===== config.mk =====
export PLATFORM = sky130hd
export DESIGN_NAME = ivp_top
export DESIGN_NICKNAME = d
export VERILOG_FILES = /design/src/rtl/ivp_pkg.sv /design/src/rtl/ivp_reg_if.sv /design/src/rtl/ivp_apb_slave.sv /design/src/rtl/ivp_prio_enc.sv /design/src/rtl/ivp_top.sv
export SDC_FILE = /design/constraint.sdc
export NUM_CORES = 1
export LEC_CHECK = 0
export ABC_AREA = 1
export CORE_MARGIN = 8
export CORE_UTILIZATION = 40
export DETAILED_ROUTE_END_ITERATION = 10
export DONT_BUFFER_PORTS = 1
export PLACE_DENSITY = 0.66
export SYNTH_ARGS = -nofsm -noshare
export SYNTH_HDL_FRONTEND = slang
export SYNTH_SLANG_ARGS = --single-unit

===== constraint.sdc =====
create_clock -name core_clk_i -period 2.55 [get_ports core_clk_i]
set_input_delay 0 -clock core_clk_i [delete_from_list [all_inputs] [get_ports core_clk_i]]
set_output_delay 0 -clock core_clk_i [all_outputs]
set_load 0.005 [all_outputs]

===== src/rtl/ivp_pkg.sv =====
// Package for the interrupt vector placement block: register map, field
// positions, reset values, vector offsets, state encodings and helpers.
// Assumes a 16-bit word address space on the core side and 32-bit APB data.
package ivp_pkg;

    // Sizes
    localparam int          NUM_SRC       = 24; // Interrupt sources
    localparam int          IDX_W         = 5; // Source index width
    localparam int          ADDR_W        = 16; // Core word address
    localparam int          PADDR_W       = 12; // APB address width

    // Register byte offsets
    localparam logic [11:0] REG_CTRL      = 12'h000; // core_control_register
    localparam logic [11:0] REG_ENABLE    = 12'h004; // Per-source enables
    localparam logic [11:0] REG_PEND      = 12'h008; // Enabled and requesting
    localparam logic [11:0] REG_STATUS    = 12'h00c; // Dispatch state

    // Field positions
    localparam int          CTRL_CE_BIT   = 0; // vector_change_enable
    localparam int          CTRL_SEL_BIT  = 1; // vector_base_select
    localparam int          ST_IRQ_BIT    = 0; // Request to core active
    localparam int          ST_BLK_BIT    = 1; // Dispatch blocked
    localparam int          ST_FUSE_BIT   = 2; // Fuse level seen
    localparam int          ST_IDX_LSB    = 8; // Index of last vector

    // Reset values
    localparam logic [23:0] ENABLE_RST    = 24'h000000;
    localparam logic        SEL_RST       = 1'b0;
    localparam logic [15:0] ADDR_RST      = 16'h0000;

    // Fuse encoding
    localparam logic        FUSE_PROGRAMMED = 1'b0; // Start in boot section

    // Reset and vector offsets (word addresses)
    localparam logic [15:0] RESET_ADDR_APP = 16'h0000;
    localparam logic [15:0] VEC_EXT0       = 16'h0002;
    localparam logic [15:0] VEC_PCG0       = 16'h0004;
    localparam logic [15:0] VEC_PCG1       = 16'h0006;
    localparam logic [15:0] VEC_WDOG       = 16'h0008;
    localparam logic [15:0] VEC_WAKE       = 16'h000a;
    localparam logic [15:0] VEC_T1_IC      = 16'h000c;
    localparam logic [15:0] VEC_T1_CA      = 16'h000e;
    localparam logic [15:0] VEC_T1_CB      = 16'h0010;
    localparam logic [15:0] VEC_T1_OVF     = 16'h0012;
    localparam logic [15:0] VEC_T0_IC      = 16'h0014;
    localparam logic [15:0] VEC_T0_CA      = 16'h0016;
    localparam logic [15:0] VEC_T0_CB      = 16'h0018;
    localparam logic [15:0] VEC_T0_OVF     = 16'h001a;
    localparam logic [15:0] VEC_LIN_ST     = 16'h001c;
    localparam logic [15:0] VEC_LIN_ERR    = 16'h001e;
    localparam logic [15:0] VEC_SER_TC     = 16'h0020;
    localparam logic [15:0] VEC_VC_CONV    = 16'h0022;
    localparam logic [15:0] VEC_VC_ACC     = 16'h0024;
    localparam logic [15:0] VEC_CC_CONV    = 16'h0026;
    localparam logic [15:0] VEC_CC_REG     = 16'h0028;
    localparam logic [15:0] VEC_CC_ACC     = 16'h002a;
    localparam logic [15:0] VEC_NVM_RDY    = 16'h002c;
    localparam logic [15:0] VEC_PST_RDY    = 16'h002e;
    localparam logic [15:0] VEC_CLK_LOCK   = 16'h0030;

    // Timing: select write must follow change enable within this many cycles
    localparam logic [2:0]  CHG_WINDOW_CYC = 3'd4;

    // Change sequence states
    typedef enum logic [1:0] {
        CHG_IDLE  = 2'b00, // Normal operation
        CHG_ARMED = 2'b01, // Change enable open
        CHG_HOLD  = 2'b10 // Wait one instruction
    } ivp_chg_t;

    // Dispatch states
    typedef enum logic {
        DSP_IDLE = 1'b0, // No vector offered
        DSP_WAIT = 1'b1 // Waiting for core to take
    } ivp_dsp_t;

    // Table offset of a source, in source index order
    function automatic logic [15:0] ivp_vec_offset(input logic [4:0] idx);
        logic [15:0] ofs;
        ofs = VEC_EXT0;
        unique case (idx)
            5'h00: ofs = VEC_EXT0; // RL4
            5'h01: ofs = VEC_PCG0; // RL4
            5'h02: ofs = VEC_PCG1; // RL4
            5'h03: ofs = VEC_WDOG; // RL5
            5'h04: ofs = VEC_WAKE; // RL5
            5'h05: ofs = VEC_T1_IC; // RL6
            5'h06: ofs = VEC_T1_CA; // RL6
            5'h07: ofs = VEC_T1_CB; // RL6
            5'h08: ofs = VEC_T1_OVF; // RL6
            5'h09: ofs = VEC_T0_IC; // RL7
            5'h0a: ofs = VEC_T0_CA; // RL7
            5'h0b: ofs = VEC_T0_CB; // RL7
            5'h0c: ofs = VEC_T0_OVF; // RL7
            5'h0d: ofs = VEC_LIN_ST; // RL8
            5'h0e: ofs = VEC_LIN_ERR; // RL8
            5'h0f: ofs = VEC_SER_TC; // RL8
            5'h10: ofs = VEC_VC_CONV; // RL9
            5'h11: ofs = VEC_VC_ACC; // RL9
            5'h12: ofs = VEC_CC_CONV; // RL10
            5'h13: ofs = VEC_CC_REG; // RL10
            5'h14: ofs = VEC_CC_ACC; // RL10
            5'h15: ofs = VEC_NVM_RDY; // RL11
            5'h16: ofs = VEC_PST_RDY; // RL11
            5'h17: ofs = VEC_CLK_LOCK; // RL11
            default: ofs = VEC_EXT0; // Codes above 23 are illegal
        endcase
        return ofs;
    endfunction : ivp_vec_offset

endpackage : ivp_pkg


===== src/rtl/ivp_reg_if.sv =====
// Interface between the APB slave and the register file of the block.
// Assumes both ends run on the same clock; strobes are one cycle wide.
`timescale 1ns/1ps
interface ivp_reg_if;
    import ivp_pkg::*;
    logic               wr_stb; // Write takes effect now
    logic [PADDR_W-1:0] addr; // Byte address
    logic [31:0]        wdata; // Write data
    logic [31:0]        rdata; // Read data for addr
    logic               hit; // addr is mapped

    modport bus  (output wr_stb, output addr, output wdata, input rdata, input hit);
    modport regs (input wr_stb, input addr, input wdata, output rdata, output hit);
endinterface : ivp_reg_if


===== src/rtl/ivp_apb_slave.sv =====
// APB slave front end: one wait state, registered answer.
// Assumes an APB master that holds the request until pready is seen.
`timescale 1ns/1ps
module ivp_apb_slave
    import ivp_pkg::*;
(
    // Clock and reset
    input  wire logic               core_clk_i,
    input  wire logic               resetn_i,
    // APB
    input  wire logic               psel_i,
    input  wire logic               penable_i,
    input  wire logic               pwrite_i,
    input  wire logic [PADDR_W-1:0] paddr_i,
    input  wire logic [31:0]        pwdata_i,
    output logic                    pready_o,
    output logic [31:0]             prdata_o,
    output logic                    pslverr_o,
    // Register side
    ivp_reg_if.bus                  regs
);

    // Access phase seen, answer not yet given
    wire access_wait = psel_i && penable_i && !pready_o;
    // Completing edge of a transfer
    wire access_done = psel_i && penable_i && pready_o;

    // Writes act only at the completing edge
    assign regs.wr_stb = access_done && pwrite_i && regs.hit;
    assign regs.addr   = paddr_i;
    assign regs.wdata  = pwdata_i;

    // Answer one cycle into the access phase; read data frozen with it
    always_ff @(posedge core_clk_i or negedge resetn_i)
    begin
        if (!resetn_i)
        begin
            pready_o  <= 1'b0;
            prdata_o  <= 32'h00000000;
            pslverr_o <= 1'b0;
        end
        else if (access_wait)
        begin
            pready_o  <= 1'b1;
            prdata_o  <= (!pwrite_i && regs.hit) ? regs.rdata : 32'h00000000;
            pslverr_o <= !regs.hit; // Unmapped address
        end
        else
        begin
            pready_o  <= 1'b0;
            pslverr_o <= 1'b0;
        end
    end

endmodule : ivp_apb_slave


===== src/rtl/ivp_prio_enc.sv =====
// Finds the lowest-numbered pending source; registered result.
// Assumes pending bits are levels held until the source is serviced.
`timescale 1ns/1ps
module ivp_prio_enc
    import ivp_pkg::*;
(
    // Clock and reset
    input  wire logic               core_clk_i,
    input  wire logic               resetn_i,
    // Pending vector in, winner out
    input  wire logic [NUM_SRC-1:0] pend_i,
    output logic                    any_o,
    output logic [IDX_W-1:0]        idx_o
);

    logic [IDX_W-1:0] win_idx; // Combinational winner

    // Scan from the top so the lowest index is left standing
    always_comb
    begin
        win_idx = '0;
        for (int i = NUM_SRC - 1; i >= 0; i--)
        begin
            if (pend_i[i])
                win_idx = IDX_W'(i); // RL16
        end
    end

    // Register the result to keep the adder path short
    always_ff @(posedge core_clk_i or negedge resetn_i)
    begin
        if (!resetn_i)
        begin
            any_o <= 1'b0;
            idx_o <= '0;
        end
        else
        begin
            any_o <= |pend_i;
            idx_o <= win_idx;
        end
    end

endmodule : ivp_prio_enc


===== src/rtl/ivp_top.sv =====
// Interrupt vector placement: reset address, vector address generation,
// vector table relocation with guarded change sequence, APB registers.
// Assumes the core reports instruction retirement and takes vectors by ack.
//
// Operation
// RL1 - Reset address follows boot-reset fuse
// RL2 - Select set: vector equals offset plus boot start
// RL3 - Fuse one is normal, zero is boot
// RL4 - External irq zero, pin groups at 2,4,6
// RL5 - Watchdog at 8, wake-up at 0xA
// RL6 - Timer1 slots 0xC through 0x12
// RL7 - Timer0 slots 0x14 through 0x1A
// RL8 - LIN status, error, serial complete slots
// RL9 - Voltage converter slots 0x22, 0x24
// RL10 - Current converter slots 0x26 to 0x2A
// RL11 - Memory ready, store ready, lock slots
// RL12 - Vector offered only for enabled sources
// RL13 - Select clear: vectors at flash start
// RL14 - Select changes only within change window
// RL15 - Dispatch blocked during change sequence
// RL16 - Lowest pending offset served first
`timescale 1ns/1ps
module ivp_top
    import ivp_pkg::*;
(
    // Clock and reset
    input  wire logic               core_clk_i,
    input  wire logic               resetn_i,
    // APB
    input  wire logic               psel_i,
    input  wire logic               penable_i,
    input  wire logic               pwrite_i,
    input  wire logic [PADDR_W-1:0] paddr_i,
    input  wire logic [31:0]        pwdata_i,
    output logic                    pready_o,
    output logic [31:0]             prdata_o,
    output logic                    pslverr_o,
    // Configuration
    input  wire logic               boot_reset_fuse_i,
    input  wire logic [ADDR_W-1:0]  boot_start_i,
    // Interrupt sources
    input  wire logic [NUM_SRC-1:0] irq_req_i,
    // Core side
    input  wire logic               global_ie_i,
    input  wire logic               insn_done_i,
    input  wire logic               vec_ack_i,
    output logic [ADDR_W-1:0]       reset_addr_o,
    output logic                    irq_o,
    output logic [ADDR_W-1:0]       vec_addr_o
);

    // Register state
    logic [NUM_SRC-1:0] src_enable; // Per-source enables
    logic               vector_base_select; // Table in boot section
    logic [IDX_W-1:0]   last_idx; // Source last offered
    logic               fuse_seen; // Fuse level after reset

    // Change sequence state
    ivp_chg_t           chg_state;
    ivp_chg_t           next_chg_state;
    logic [2:0]         chg_cnt; // Cycles left in window
    logic [2:0]         next_chg_cnt;
    logic               next_select;

    // Dispatch state
    ivp_dsp_t           dsp_state;
    ivp_dsp_t           next_dsp_state;

    // Priority encoder result
    logic               enc_any;
    logic [IDX_W-1:0]   enc_idx;

    // Register bus carrier
    ivp_reg_if          reg_bus ();

    // APB front end
    ivp_apb_slave u_apb (
        .core_clk_i (core_clk_i),
        .resetn_i   (resetn_i),
        .psel_i     (psel_i),
        .penable_i  (penable_i),
        .pwrite_i   (pwrite_i),
        .paddr_i    (paddr_i),
        .pwdata_i   (pwdata_i),
        .pready_o   (pready_o),
        .prdata_o   (prdata_o),
        .pslverr_o  (pslverr_o),
        .regs       (reg_bus.bus)
    );

    // Only enabled sources ever reach the encoder
    wire [NUM_SRC-1:0] pending = irq_req_i & src_enable; // RL12

    // Lowest index wins
    ivp_prio_enc u_enc (
        .core_clk_i (core_clk_i),
        .resetn_i   (resetn_i),
        .pend_i     (pending),
        .any_o      (enc_any),
        .idx_o      (enc_idx)
    );

    // Address decode
    wire sel_ctrl   = (reg_bus.addr == REG_CTRL);
    wire sel_enable = (reg_bus.addr == REG_ENABLE);
    wire sel_pend   = (reg_bus.addr == REG_PEND);
    wire sel_status = (reg_bus.addr == REG_STATUS);
    assign reg_bus.hit = sel_ctrl || sel_enable || sel_pend || sel_status;

    // Write strobes; pending and status are read-only, writes there are dropped
    wire wr_ctrl   = reg_bus.wr_stb && sel_ctrl;
    wire wr_enable = reg_bus.wr_stb && sel_enable;
    wire wr_ce     = reg_bus.wdata[CTRL_CE_BIT];
    wire wr_sel    = reg_bus.wdata[CTRL_SEL_BIT];

    // Change enable reads back as one only while the window is open
    wire change_enable_rd = (chg_state == CHG_ARMED);

    // Dispatch blocked from the very cycle change enable is written
    wire irq_block = (chg_state != CHG_IDLE) || (wr_ctrl && wr_ce); // RL15

    // Read data views
    wire [31:0] ctrl_rd   = {30'h0, vector_base_select, change_enable_rd};
    wire [31:0] enable_rd = {8'h00, src_enable};
    wire [31:0] pend_rd   = {8'h00, pending};
    wire [31:0] status_rd = {19'h0, last_idx, 5'h00, fuse_seen,
                             (chg_state != CHG_IDLE), irq_o};
    assign reg_bus.rdata = sel_ctrl   ? ctrl_rd   :
                           sel_enable ? enable_rd :
                           sel_pend   ? pend_rd   :
                           sel_status ? status_rd : 32'h00000000;

    // Table base: flash start while select is clear, boot start while set
    wire [ADDR_W-1:0] table_base = vector_base_select ? boot_start_i    // RL2
                                                      : RESET_ADDR_APP; // RL13
    wire [ADDR_W-1:0] vec_target = table_base + ivp_vec_offset(enc_idx); // RL2

    // Encoder winner still requesting; guards against a source that dropped
    wire winner_live = enc_any && pending[enc_idx]; // RL12
    wire launch      = winner_live && global_ie_i && !irq_block; // RL15

    // Change sequence next state
    always_comb
    begin
        next_chg_state = chg_state;
        next_chg_cnt   = chg_cnt;
        next_select    = vector_base_select;
        unique case (chg_state)
            CHG_IDLE:
            begin
                // Opening the window; select itself is left alone
                if (wr_ctrl && wr_ce)
                begin
                    next_chg_state = CHG_ARMED; // RL14
                    next_chg_cnt   = CHG_WINDOW_CYC;
                end
            end
            CHG_ARMED:
            begin
                if (wr_ctrl && !wr_ce)
                begin
                    // Select write inside the window takes effect
                    next_select    = wr_sel; // RL14
                    next_chg_state = CHG_HOLD; // RL15
                end
                else if (wr_ctrl && wr_ce)
                begin
                    // Writing change enable again restarts the window
                    next_chg_cnt = CHG_WINDOW_CYC;
                end
                else if (chg_cnt == 3'd1)
                begin
                    // Window expired with no select write
                    next_chg_state = CHG_IDLE; // RL14
                    next_chg_cnt   = 3'd0;
                end
                else
                begin
                    next_chg_cnt = chg_cnt - 3'd1;
                end
            end
            CHG_HOLD:
            begin
                // Blocked until the following instruction has retired
                if (insn_done_i)
                    next_chg_state = CHG_IDLE; // RL15
            end
            default:
            begin
                next_chg_state = CHG_IDLE; // Unused code recovers
                next_chg_cnt   = 3'd0;
            end
        endcase
    end

    // Dispatch next state
    always_comb
    begin
        next_dsp_state = dsp_state;
        unique case (dsp_state)
            DSP_IDLE:
            begin
                if (launch)
                    next_dsp_state = DSP_WAIT;
            end
            DSP_WAIT:
            begin
                if (vec_ack_i)
                    next_dsp_state = DSP_IDLE;
            end
        endcase
    end

    // Change sequence registers
    always_ff @(posedge core_clk_i or negedge resetn_i)
    begin
        if (!resetn_i)
        begin
            chg_state          <= CHG_IDLE;
            chg_cnt            <= 3'd0;
            vector_base_select <= SEL_RST;
        end
        else
        begin
            chg_state          <= next_chg_state;
            chg_cnt            <= next_chg_cnt;
            vector_base_select <= next_select;
        end
    end

    // Source enables; global interrupt flag is never touched here
    always_ff @(posedge core_clk_i or negedge resetn_i)
    begin
        if (!resetn_i)
            src_enable <= ENABLE_RST;
        else if (wr_enable)
            src_enable <= reg_bus.wdata[NUM_SRC-1:0];
    end

    // Dispatch registers: vector address frozen while offered
    always_ff @(posedge core_clk_i or negedge resetn_i)
    begin
        if (!resetn_i)
        begin
            dsp_state  <= DSP_IDLE;
            irq_o      <= 1'b0;
            vec_addr_o <= ADDR_RST;
            last_idx   <= '0;
        end
        else
        begin
            dsp_state <= next_dsp_state;
            irq_o     <= (next_dsp_state == DSP_WAIT);
            if (dsp_state == DSP_IDLE && launch)
            begin
                vec_addr_o <= vec_target; // RL16
                last_idx   <= enc_idx;
            end
        end
    end

    // Reset address: the fuse is sampled after release, not under reset,
    // and again on every edge after, so a strap that settles late is still caught on the next edge
    always_ff @(posedge core_clk_i or negedge resetn_i)
    begin
        if (!resetn_i)
        begin
            reset_addr_o <= ADDR_RST;
            fuse_seen    <= 1'b1;
        end
        else
        begin
            fuse_seen    <= boot_reset_fuse_i;
            reset_addr_o <= (boot_reset_fuse_i == FUSE_PROGRAMMED) // RL3
                            ? boot_start_i // RL1
                            : RESET_ADDR_APP; // RL1
        end
    end

endmodule : ivp_top


Word-level counts from Yosys, hierarchy flattened
Memory sizes are Yosys's and may differ from the RTL's.
Index checks and enable logic that the tools add are counted.
Word-level totals
  memory bits (read-only): 160
  input port bits: 93
  memories kept: 1
  register bits: 109
Cells by class
  eq/ne operators: 11
  bitwise logic cells: 3
  muxes and demuxes: 49
  $add $sub $neg: 2
  reductions and logical operators: 30
  magnitude comparators: 1
Memories
  (no name shown): depth 32, width 5, rd ports 1, clocked after Yosys merged registers in 0, write ports 0, line ivp_pkg.sv:81  | unique case (idx)
Operators by type and width (number)
  5-bit 2-to-1 mux: 24
  24-bit 2-to-1 mux: 4
  16-bit 2-to-1 mux: 2
  24-bit AND: 1
  12-bit by 4-bit == test with 1-bit output, second input constant: 2
  24-bit OR reduction: 1
  16-bit adder: 1
  1-bit logical AND: 14
  13-bit 2-to-1 mux: 1
  12-bit by 3-bit == test with 1-bit output, second input constant: 1
  12-bit logical NOT: 1
  3-bit 2-to-1 mux: 4
  2-bit 2-to-1 mux: 5
  3-bit case mux with 3 select lines: 1
  5-bit by 6-bit < comparator with 1-bit output, second input constant: 1
  2-bit != test, second input constant: 3
  2-bit case mux with 3 select lines: 1
  1-bit binary-select mux with 5-bit select: 1
  1-bit logical NOT: 5
  1-bit 2-to-1 mux: 5
  1-bit logical OR: 4
  4-bit AND reduction: 1
  3-bit by 1-bit == test with 1-bit output, second input constant: 1
  3-bit by 1-bit != test with 1-bit output, second input constant: 1
  other kinds (10): 11

Longest topological paths before layout
Gate-level depths: netlist of the first run.
  word-level depth: 25
  mapped depth: 24

By module
A second synthesis of the first run with hierarchy kept.
Second synthesis, totals
  cells, all modules: 914
  area, all modules: 6777.8 sq um
By module, submodules not included
  ivp_top: seq. area each 1727.9 sq um, instances 1, area each 4401.7 sq um, cells each 574
  ivp_apb_slave: seq. area each 850.8 sq um, instances 1, area each 1903.1 sq um, cells each 255
  ivp_prio_enc: seq. area each 150.1 sq um, instances 1, area each 473.0 sq um, cells each 85

Least setup slack after synthesis of the first run
Ideal clock, no wire load.
  path kind: flip-flop to flip-flop
  from: register vector_base_select
  to: register vec_addr_o[15]
  required time: 2432 ps
  setup time: 118 ps
  cell stages (with the launch flop): 18
  clock period less this slack: 2527 ps
  setup slack: 23 ps
  path buffers: 2
  arrival time: 2409 ps
  path through: dfrtp_1 -> buf_4 -> clkbuf_1 -> nand2_1 -> inv_1 -> ha_1 -> fa_1 -> a31oi_1 -> inv_1 -> a21oi_1 -> nor2_1 -> nand2_1 -> nor3_2 -> nand3_1 -> nor3_2 -> xnor2_1 -> mux2i_1 -> inv_1
Between the ends
  cells in the longest elaborated chain, start to end: 2
Ends and longest elaborated chain
  from (decl): line ivp_top.sv:54  | logic vector_base_select;
  from (signal assigned): line ivp_top.sv:227  | vector_base_select <= next_select;
  16-bit 2-to-1 mux: line ivp_top.sv:134  | wire [ADDR_W-1:0] table_base = vector_base_select ? boot_start_i
  16-bit adder: line ivp_top.sv:136  | wire [ADDR_W-1:0] vec_target = table_base + ivp_vec_offset(enc_idx);
  to (signal assigned): line ivp_top.sv:256  | vec_addr_o <= vec_target;
  to (decl): line ivp_top.sv:49  | output logic [ADDR_W-1:0] vec_addr_o
Every way passes these cells.
A chain may end at the register's enable or synchronous reset.

Worst setup path after layout of the first run
  from: register u_enc.idx_o[0]
  to: register vec_addr_o[14]
Between the ends
  cells in the longest elaborated chain, start to end: 6
  elaborated cells on any way between the ends: 8
  those cells by class: 1 x add/sub; 2 x mux; 4 x reduce/logical; 1 x memory
Ends and longest elaborated chain
  from (decl): line ivp_prio_enc.sv:13  | output logic [IDX_W-1:0] idx_o
  from (signal assigned): line ivp_prio_enc.sv:40  | idx_o <= win_idx;
  branches (longest 6 deep; another with 16-bit adder)
Parallel ways; which one is timed is not known. The select of a mux whose other input is x is not followed.

==> results.toml, run 1 <==
[run_status]
status = "complete, but fails checks"
violations = "negative setup slack"

[timing]
relSlewSlack = 0.516
finalCritPeriodShare = 1.07
setup_violations = 2
fin_skew_ps = 9.56
maxSlewViolCount = 0
layout_min_cycle_time_ps = 2740
tightest_slew_ps = 723
fin_ws_ps = -190
clock.fmax_mhz = 365
hold_viol = 0
rsz0062_at_grt = "true"

[global_routing]
antenna_found_initial = 0
grt_pass1_vias = 4915
overflow = 0
grt.total_usage = 0.179
grt_max_degree = 102
grt_first_pass_wirelength_mm = 25.1

[place]
gp_congestion = 0.849
dp.final_hpwl_mm = 10.7
io_buffer_count = 0

[route]
drc_errors = 0
routed-via-count = 4761
ant_nets = 0
viasPerCell = 5.12
drtIter0Drc = 233
wirelength_mm = 15.9
drt_first_pass_iters = 5
avgRoutedWirePerCell_um = 17.1

[worst_setup_path]
crit_type = "reg2reg"
rrSetupSlack_ps = -190
start_kind = "flop"
cp.arrival_ps = 2980
cp-end-kind = "flop"
cp.required_ps = 2790
crit_fanout = 4

[yosys]
yosysMostFrequentCell = "nand2_1"
synth_area_leaders = "dfrtp_1 46%, nand2_1 11%, inv_1 6.4%"
syn_area_um2 = 5400
netlist.area_leader.share = 0.463
synth_seq_cells = 101
syn-mean-instance-area_um2 = 8.21
synthFlopType = "dfrtp_1"
ys_warn_count = 0
synthTopCellsByCount = "159 x nand2_1, 100 x dfrtp_1, 92 x inv_1"
ys_types = 53
synth_top_area_cell = "dfrtp_1"
synth_edf_count = 0
ys_async_sr_fraction = 1.00
synth-seq-area-share = 0.468
syn_inst = 658

[pwr]
switching_share = 0.249
p_per_area_nw_per_um2 = 520
p_clk_frac = 0.404
net-switching-power_uw = 889
p_int_mw = 2.68
vdd_drop_max_mv = 0.359
p_seq_frac = 0.482
finalPower_mw = 3.57
comb_power_share = 0.114
p_leak_nw = 3.37

[floorplan]
dieHeight_um = 132
dieWidth_um = 132
die_area_um2 = 17500
rows = 42
ios = 160
start_util = 0.409
core_um2 = 13200

[finish]
post-route-util = 0.521
antenna_cells = 0
drive_gt1_frac = 0.135
nets = 852
area_growth_pct = 27.2
nFillCells = 1197

[clock_tree]
numCtsBuffers = 9
cts_root_buffer = "clkbuf_16"
cts_tree = "built"
insertion_delay_ps = 350
cts_sinks = 101
htreeDepth = 3
clockBufferDepth = 2
path_clk_slew_ps = 70

[run]
drv_cap = 0

[min_path]
min_path_type = "in2reg"
cells in the final DEF (no fill, tap or decap), types with 8 or more instances in the layout:
master         Yosys  routed
o22ai_1            8       8
dfrtp_1          100     100
mux2i_1            8       8
a32o_1            16      16
nand2_1          159     152
dlygate4sd3_1      0      72
nor2_1            65      63
a21oi_1           30      26
buf_4             11      27
nand2_2            2       9
clkbuf_16          0       9
conb_1             1       8
o21ai_1           16      19
o21ai_0           45      41
nand3_1           13      10
inv_1             92      90
logic make-up after synthesis:
family | Yosys count | synth area share
other | 1 | 0.000694
AO/OA/AOI/OAI | 130 | 0.146
AND/OR/NAND/NOR | 270 | 0.224
buffers and inverters | 126 | 0.101
adder cells (fa/ha/maj) | 10 | 0.0246
flip-flops | 101 | 0.468
multiplexers | 11 | 0.0211
XOR/XNOR | 9 | 0.0146
metrics by stage:
step | instance area (µm²) | TNS (ps) | setup slack, ps | instances | hold slack, ps
2_1_floorplan | 5430 | 0 | 22.9 | 665 | -296
3_3_place_gp | 5580 | -28.8 | -28.8 | 828 | -293
3_5_place_dp | 5580 | -147 | -105 | 828 | -293
4_1_cts | 6730 | -84.9 | -52.7 | 921 | 16.0
5_1_grt | 6870 | -1160 | -409 | 930 | 38.3
6_report | 6870 | -246 | -190 | 930 | 1.59
final cells by class:
class	count	area, µm²	share of cell area
repair buffers	100	951	0.138
flip-flops and latches	101	2530	0.368
multi-input cells	438	2490	0.362
clock inverters	4	45.0	0.00655
clock buffers	12	267	0.0388
well taps	176	220	0.0320
inverters	99	373	0.0543
worst max-delay path, stage by stage (launching register included):
cell	delay, ps
dfrtp_1	420
ha_2	200
nand2_2	70
nand3_1	100
nand2_2	80
ha_4	300
buf_4	120
nand2_2	50
nand2_2	70
a21oi_2	70
nor3_2	230
nand3_2	110
nor2_2	140
nand3_2	110
nor2_4	130
nand2_2	60
nor2_2	110
xnor2_1	70
o21ai_1	130
inv_1	50
power groups by stage:
stage | registers [mW] | clock network, mW | logic (mW)
after floorplan | 1.73 | 0 | 0.208
after global placement | 1.75 | 0 | 0.235
after detailed placement | 1.75 | 0 | 0.240
after CTS | 1.72 | 1.50 | 0.386
after global routing | 1.73 | 1.55 | 0.457
final | 1.72 | 1.44 | 0.409
timing repair:
action / in CTS / in global routing
buffers inserted: 4 / 9
endpoints found under the hold margin: 183 / 1
pin swaps: 13 / 23
setup endpoints to repair: 3 / 8
hold buffers: 73 / 1
resized for setup: 16 / 20
final timing paths:
| kind | from | endpoint | cells after the start |
|---|---|---|---|
| hold reg to reg | last_idx[2] | last_idx[2] | 2 |
| setup reg to reg | u_enc.idx_o[0] | vec_addr_o[14] | 19 |
| setup / recovery | u_enc.idx_o[0] | vec_addr_o[14] | 19 |
| max in group asynchronous | resetn_i | vec_addr_o[7] | 2 |
| min in group asynchronous | resetn_i | src_enable[23] | 2 |
| hold / removal | irq_req_i[23] | u_enc.any_o | 4 |
per-layer routing:
layer	vias to the layer above	track usage	part of all wire
li1	2292	-	-
met1	2258	0.203	0.39
met2	177	0.299	0.50
met3	34	0.0556	0.080
met4	0	0.0902	0.027
met5	-	0	0
registers in the layout (all words and copies together), names as in the netlist, 2 cells and up:
| register | cells |
|---|---|
| last_idx | 5 |
| u_apb.prdata_o | 24 |
| reset_addr_o | 16 |
| chg_cnt | 3 |
| u_enc.idx_o | 5 |
| vec_addr_o | 16 |
| chg_state | 2 |
| src_enable | 24 |
(Power assumes the default switching activity.)
==> inputs of run 2 (changes only) <==
Settings changed: ABC_AREA 1 to unset.
==> run 2 against run 1 <==
  * The flow now finishes without violations
  * Die area shrank 1.1%
  * Largest cell class is now multi-input gates
  * Cell area shrank 3.3%
  * Cell count shrank 16%
  * Worst setup slack gained 310 ps
  * Largest power group unchanged
  * Sequential power shrank 5%
  * Global-route usage grew 0.062 points
  * Critical path depth shrank 10
==> results.toml, run 2 <==
[run_status]
status = "finished clean"

[timing]
fin_skew_ps = 6.82
relSlewSlack = 0.453
tightest_slew_ps = 820
rsz0062_at_grt = "true"
setup_violations = 0
layout_min_cycle_time_ps = 2430
finalSetupTns_ps = 0
fin_ws_ps = 120
clock.fmax_mhz = 411
maxSlewViolCount = 0
hold_viol = 0
finalCritPeriodShare = 0.953

[yosys]
synth-seq-area-share = 0.474
synthFlopType = "dfrtp_1"
ys_async_sr_fraction = 1.00
synth_top_area_cell = "dfrtp_1"
ys_types = 54
syn_inst = 523
yosysMostFrequentCell = "nand2_1"
ys_warn_count = 0
netlist.area_leader.share = 0.469
synth_edf_count = 0
syn_area_um2 = 5330
synth_seq_cells = 101
syn-mean-instance-area_um2 = 10.2
synthTopCellsByCount = "103 x nand2_1, 100 x dfrtp_1, 31 x nor2_1"
synth_area_leaders = "dfrtp_1 47%, nand2_1 7.3%, mux2_2 5.7%"

[worst_setup_path]
path_delay_family = "adder cells"
critPathBufInv = 0
cp.required_ps = 2790
cp-end-kind = "flop"
crit_path_top_delay_cell = "dfrtp_2"
startpoint = "u_enc.idx_o[1]"
cp.arrival_ps = 2670
reg2reg_from = "u_enc.idx_o[1]"
crit_type = "reg2reg"
start_kind = "flop"
path_cells = "ha_1, and2_1, fa_2, a211o_1, a21oi_4, nor2_1, nand4_1, xor2_1, mux2_4"
crit_fanout = 4
max_stage_delay_ps = 440

[floorplan]
dieHeight_um = 131
die_area_um2 = 17300
ios = 160
rows = 42
core_um2 = 13100
dieWidth_um = 131
start_util = 0.406

[route]
drtIter0Drc = 357
drc_errors = 0
routed-via-count = 4331
viasPerCell = 5.56
avgRoutedWirePerCell_um = 20.2
wirelength_mm = 15.8
ant_nets = 0
drt_first_pass_iters = 5

[place]
pre_cts_ws_ps = 29.7
dp.final_hpwl_mm = 10.8
gp_congestion = 0.944
io_buffer_count = 0

[pwr]
p_leak_nw = 3.21
finalPower_mw = 3.30
p_per_area_nw_per_um2 = 497
vdd_drop_max_mv = 0.482

[min_path]
min_path_type = "in2reg"
hp-start = "boot_start_i[6]"

[finish]
area_growth_pct = 24.6
final_common_cell = "nand2_1"
final_cell_mix = "103 x nand2_1, 99 x dfrtp_1, 69 x dlygate4sd3_1"
antenna_cells = 0
nets = 701
drive_gt1_frac = 0.154
post-route-util = 0.506
largestRegisters = "src_enable (24), u_apb.prdata_o (24)"

[clock_tree]
cts_tree = "built"
cts_sinks = 101
insertion_delay_ps = 360
cts_root_buffer = "clkbuf_16"
numCtsBuffers = 9
path_clk_slew_ps = 70
htreeDepth = 3
clockBufferDepth = 2

[global_routing]
grt_max_degree = 102
grt_first_pass_wirelength_mm = 25.0
antenna_found_initial = 0
grt.total_usage = 0.180
grt_pass1_vias = 4452
overflow = 0

[run]
drv_cap = 0
run 2: cell types whose count changed in the layout (fill, tap and decap cells not counted), sizes merged, moves of 9 or more:
cell | before | now
inv | 96 | 15
nand2 | 163 | 104
o21ai | 63 | 15
nor2 | 73 | 32
mux2 | 3 | 41
nor2b | 0 | 20
a21oi | 31 | 20
and2 | 0 | 10
a22o | 1 | 10
buf | 28 | 19
run 2: power breakdown:
part | leakage, nW | internal [mW] | switching [mW]
logic | 1.69 | 0.0907 | 0.0884
registers | 1.36 | 1.62 | 0.0104
clock network | 0.158 | 0.885 | 0.609
total | 3.21 | 2.59 | 0.708
run 2: repair_timing:
item | CTS | global route
endpoints found under the setup margin | 0 | 19
buffers inserted | 0 | 1
gates resized for setup | 0 | 5
endpoints found under the hold margin | 187 | 0
hold buffers | 70 | 0
run 2: per-stage QoR:
step / cells / hold WS, ps / instance area, µm²
global route: 779 / 33.7 / 6650
floorplan: 530 / -296 / 5360
detailed placement: 691 / -292 / 5560
CTS: 777 / 1.14 / 6600
global placement: 691 / -292 / 5560
finish: 779 / 12.6 / 6650
run 2: final timing paths:
kind / cells past startpoint / slack, ps / to
max: 9 / 120 / vec_addr_o[15]
min: 3 / 10 / vec_addr_o[6]
max reg2reg: 9 / 120 / vec_addr_o[15]
min reg2reg: 1 / 520 / last_idx[2]
max in group asynchronous: 2 / 1910 / chg_cnt[1]
min in group asynchronous: 2 / 230 / vec_addr_o[10]
run 2: per-layer routing:
layer	GRT usage	vias to the layer above	wire length [µm]
met5	0	-	0
li1	-	1978	-
met2	0.291	199	7570
met1	0.213	2142	6380
met3	0.0823	12	1680
met4	0.0415	0	117
run 2: kinds of logic after synthesis:
logic type,count (synthesis),share of synthesized area
compound gates,92,0.128
fa+ha+maj,10,0.0249
buf+inv,47,0.0450
other cells,1,0.000703
flops,101,0.474
xor+xnor,9,0.0148
simple gates,207,0.181
mux,56,0.132
run 2: cell type report:
cell class,instances,area [µm²]
sequential,101,2530
inverter,15,56.3
fill,1189,6490
clock inverter,6,86.3
tap,176,220
timing repair buffer,88,866
multi-input combinational,383,2650
clock buffer,10,239
run 2: tightest hold or removal path: stages:
cell     delay [ps]
nand2_1          40
xor2_1          150
mux2_4          150
==> inputs of run 3 (changes only) <==
Settings changed: PLACE_DENSITY 0.66 to 0.6.
==> run 3 against run 2 <==
  * Via count down 1.6%
  * Largest cell class unchanged
  * Combinational power is essentially flat
  * Critical endpoint unchanged
  * Worst hold slack is essentially flat
==> results.toml, run 3 (same netlist as run 2, synthesis figures left out) <==
[run_status]
status = "finished clean"

[worst_setup_path]
cp.required_ps = 2780
path_cells = "ha_1, and2_1, fa_2, a211o_1, a21oi_2, nor2_2, nand4_1, xor2_1, mux2_4"
cp.arrival_ps = 2660
max_stage_delay_ps = 440
path_delay_family = "adder cells"
reg2reg_from = "u_enc.idx_o[1]"
cp-end-kind = "flop"
crit_path_top_delay_cell = "dfrtp_2"
crit_fanout = 4
crit_type = "reg2reg"
critPathBufInv = 0
start_kind = "flop"
startpoint = "u_enc.idx_o[1]"

[place]
gp_congestion = 0.898
pre_cts_ws_ps = 41.7
io_buffer_count = 0
placed_cells = 693
dp.final_hpwl_mm = 10.7
post_dp_cell_area_um2 = 5580

[finish]
multi_input_area_um2 = 2650
final_common_cell = "nand2_1"
largestRegisters = "src_enable (24), u_apb.prdata_o (24)"
nets = 702
post-route-util = 0.505
final_cell_mix = "103 x nand2_1, 99 x dfrtp_1, 67 x dlygate4sd3_1"
fin_cells = 780
final_area_um2 = 6630
seqCellArea_um2 = 2530
area_growth_pct = 24.3
nFillCells = 1187
antenna_cells = 0
drive_gt1_frac = 0.156

[timing]
relSlewSlack = 0.577
fin_skew_ps = 7.35
rsz0062_at_grt = "false"
hold_viol = 0
maxSlewViolCount = 0
setup_violations = 0
layout_min_cycle_time_ps = 2430
clock.fmax_mhz = 412
fin_ws_ps = 120
hold_ws_ps = 12.3
finalCritPeriodShare = 0.953
tightest_slew_ps = 633
finalSetupTns_ps = 0

[clock_tree]
cts_root_buffer = "clkbuf_16"
htreeDepth = 3
numCtsBuffers = 9
insertion_delay_ps = 350
cts_sinks = 101
cts_tree = "built"
path_clk_slew_ps = 70
clockBufferDepth = 2

[route]
routed-via-count = 4261
ant_nets = 0
drt_first_pass_iters = 5
avgRoutedWirePerCell_um = 19.7
drc_errors = 0
wirelength_mm = 15.4
viasPerCell = 5.46
drtIter0Drc = 276

[global_routing]
grt_max_degree = 102
antenna_found_initial = 0
overflow = 0
grt_pass1_vias = 4497
grt.total_usage = 0.176
grt_first_pass_wirelength_mm = 24.6

[pwr]
p_per_area_nw_per_um2 = 480
vdd_drop_max_mv = 0.413
finalPower_mw = 3.18
p_leak_nw = 3.19

[floorplan]
ios = 160
core_um2 = 13100
dieWidth_um = 131
die_area_um2 = 17300
start_util = 0.406
dieHeight_um = 131
rows = 42

[run]
drv_cap = 0

[min_path]
min_path_type = "in2reg"
hp-start = "boot_start_i[8]"
## run 3: cell count changes in the layout (fill, tap and decap cells not counted), sizes merged
| cell | before | now |
|---|---|---|
| buf | 19 | 22 |
| clkinvlp | 1 | 2 |
| dlygate4sd3 | 69 | 67 |
| clkinv | 3 | 0 |
| clkbuf | 10 | 13 |
| bufinv | 2 | 1 |
## run 3: final cells by class
cell class,instances,share of cell area
Tap cell,176,0.0332
Inverter,15,0.00849
Clock buffer,13,0.0378
Clock inverter,3,0.00680
Timing Repair Buffer,89,0.133
Sequential cell,101,0.382
Multi-Input combinational cell,383,0.399
## run 3: power breakdown
| part | total (mW) | leakage (nW) | switching [mW] | internal, mW |
|---|---|---|---|---|
| clock network | 1.38 | 0.136 | 0.588 | 0.789 |
| logic | 0.178 | 1.69 | 0.0874 | 0.0907 |
| registers | 1.63 | 1.36 | 0.00988 | 1.62 |
## run 3: worst paths after layout
path	to	slack, ps	cells past startpoint
max	vec_addr_o[15]	120	9
min	vec_addr_o[8]	10	3
max reg2reg	vec_addr_o[15]	120	9
min reg2reg	u_apb.prdata_o[1]	520	2
max in group asynchronous	fuse_seen	1910	2
min in group asynchronous	vec_addr_o[10]	270	2
## run 3: metal layers
layer	GRT usage	wire, µm
met3	0.0751	1480
met2	0.283	7310
met5	0	0
met4	0.0485	227
met1	0.210	6360
## run 3: worst reg2reg max path, stage by stage (launching register included)
cell	delay, ps
dfrtp_2	440
ha_1	270
and2_1	170
fa_2	400
a211o_1	300
a21oi_2	220
nor2_2	70
nand4_1	100
xor2_1	70
mux2_4	270
## run 3: repair_timing
action | 4_1_cts | 5_1_grt
buffers inserted | 0 | 2
resized for setup | 0 | 6
hold buffers | 68 | 0
hold endpoints to repair | 185 | 0
setup endpoints to repair | 0 | 20
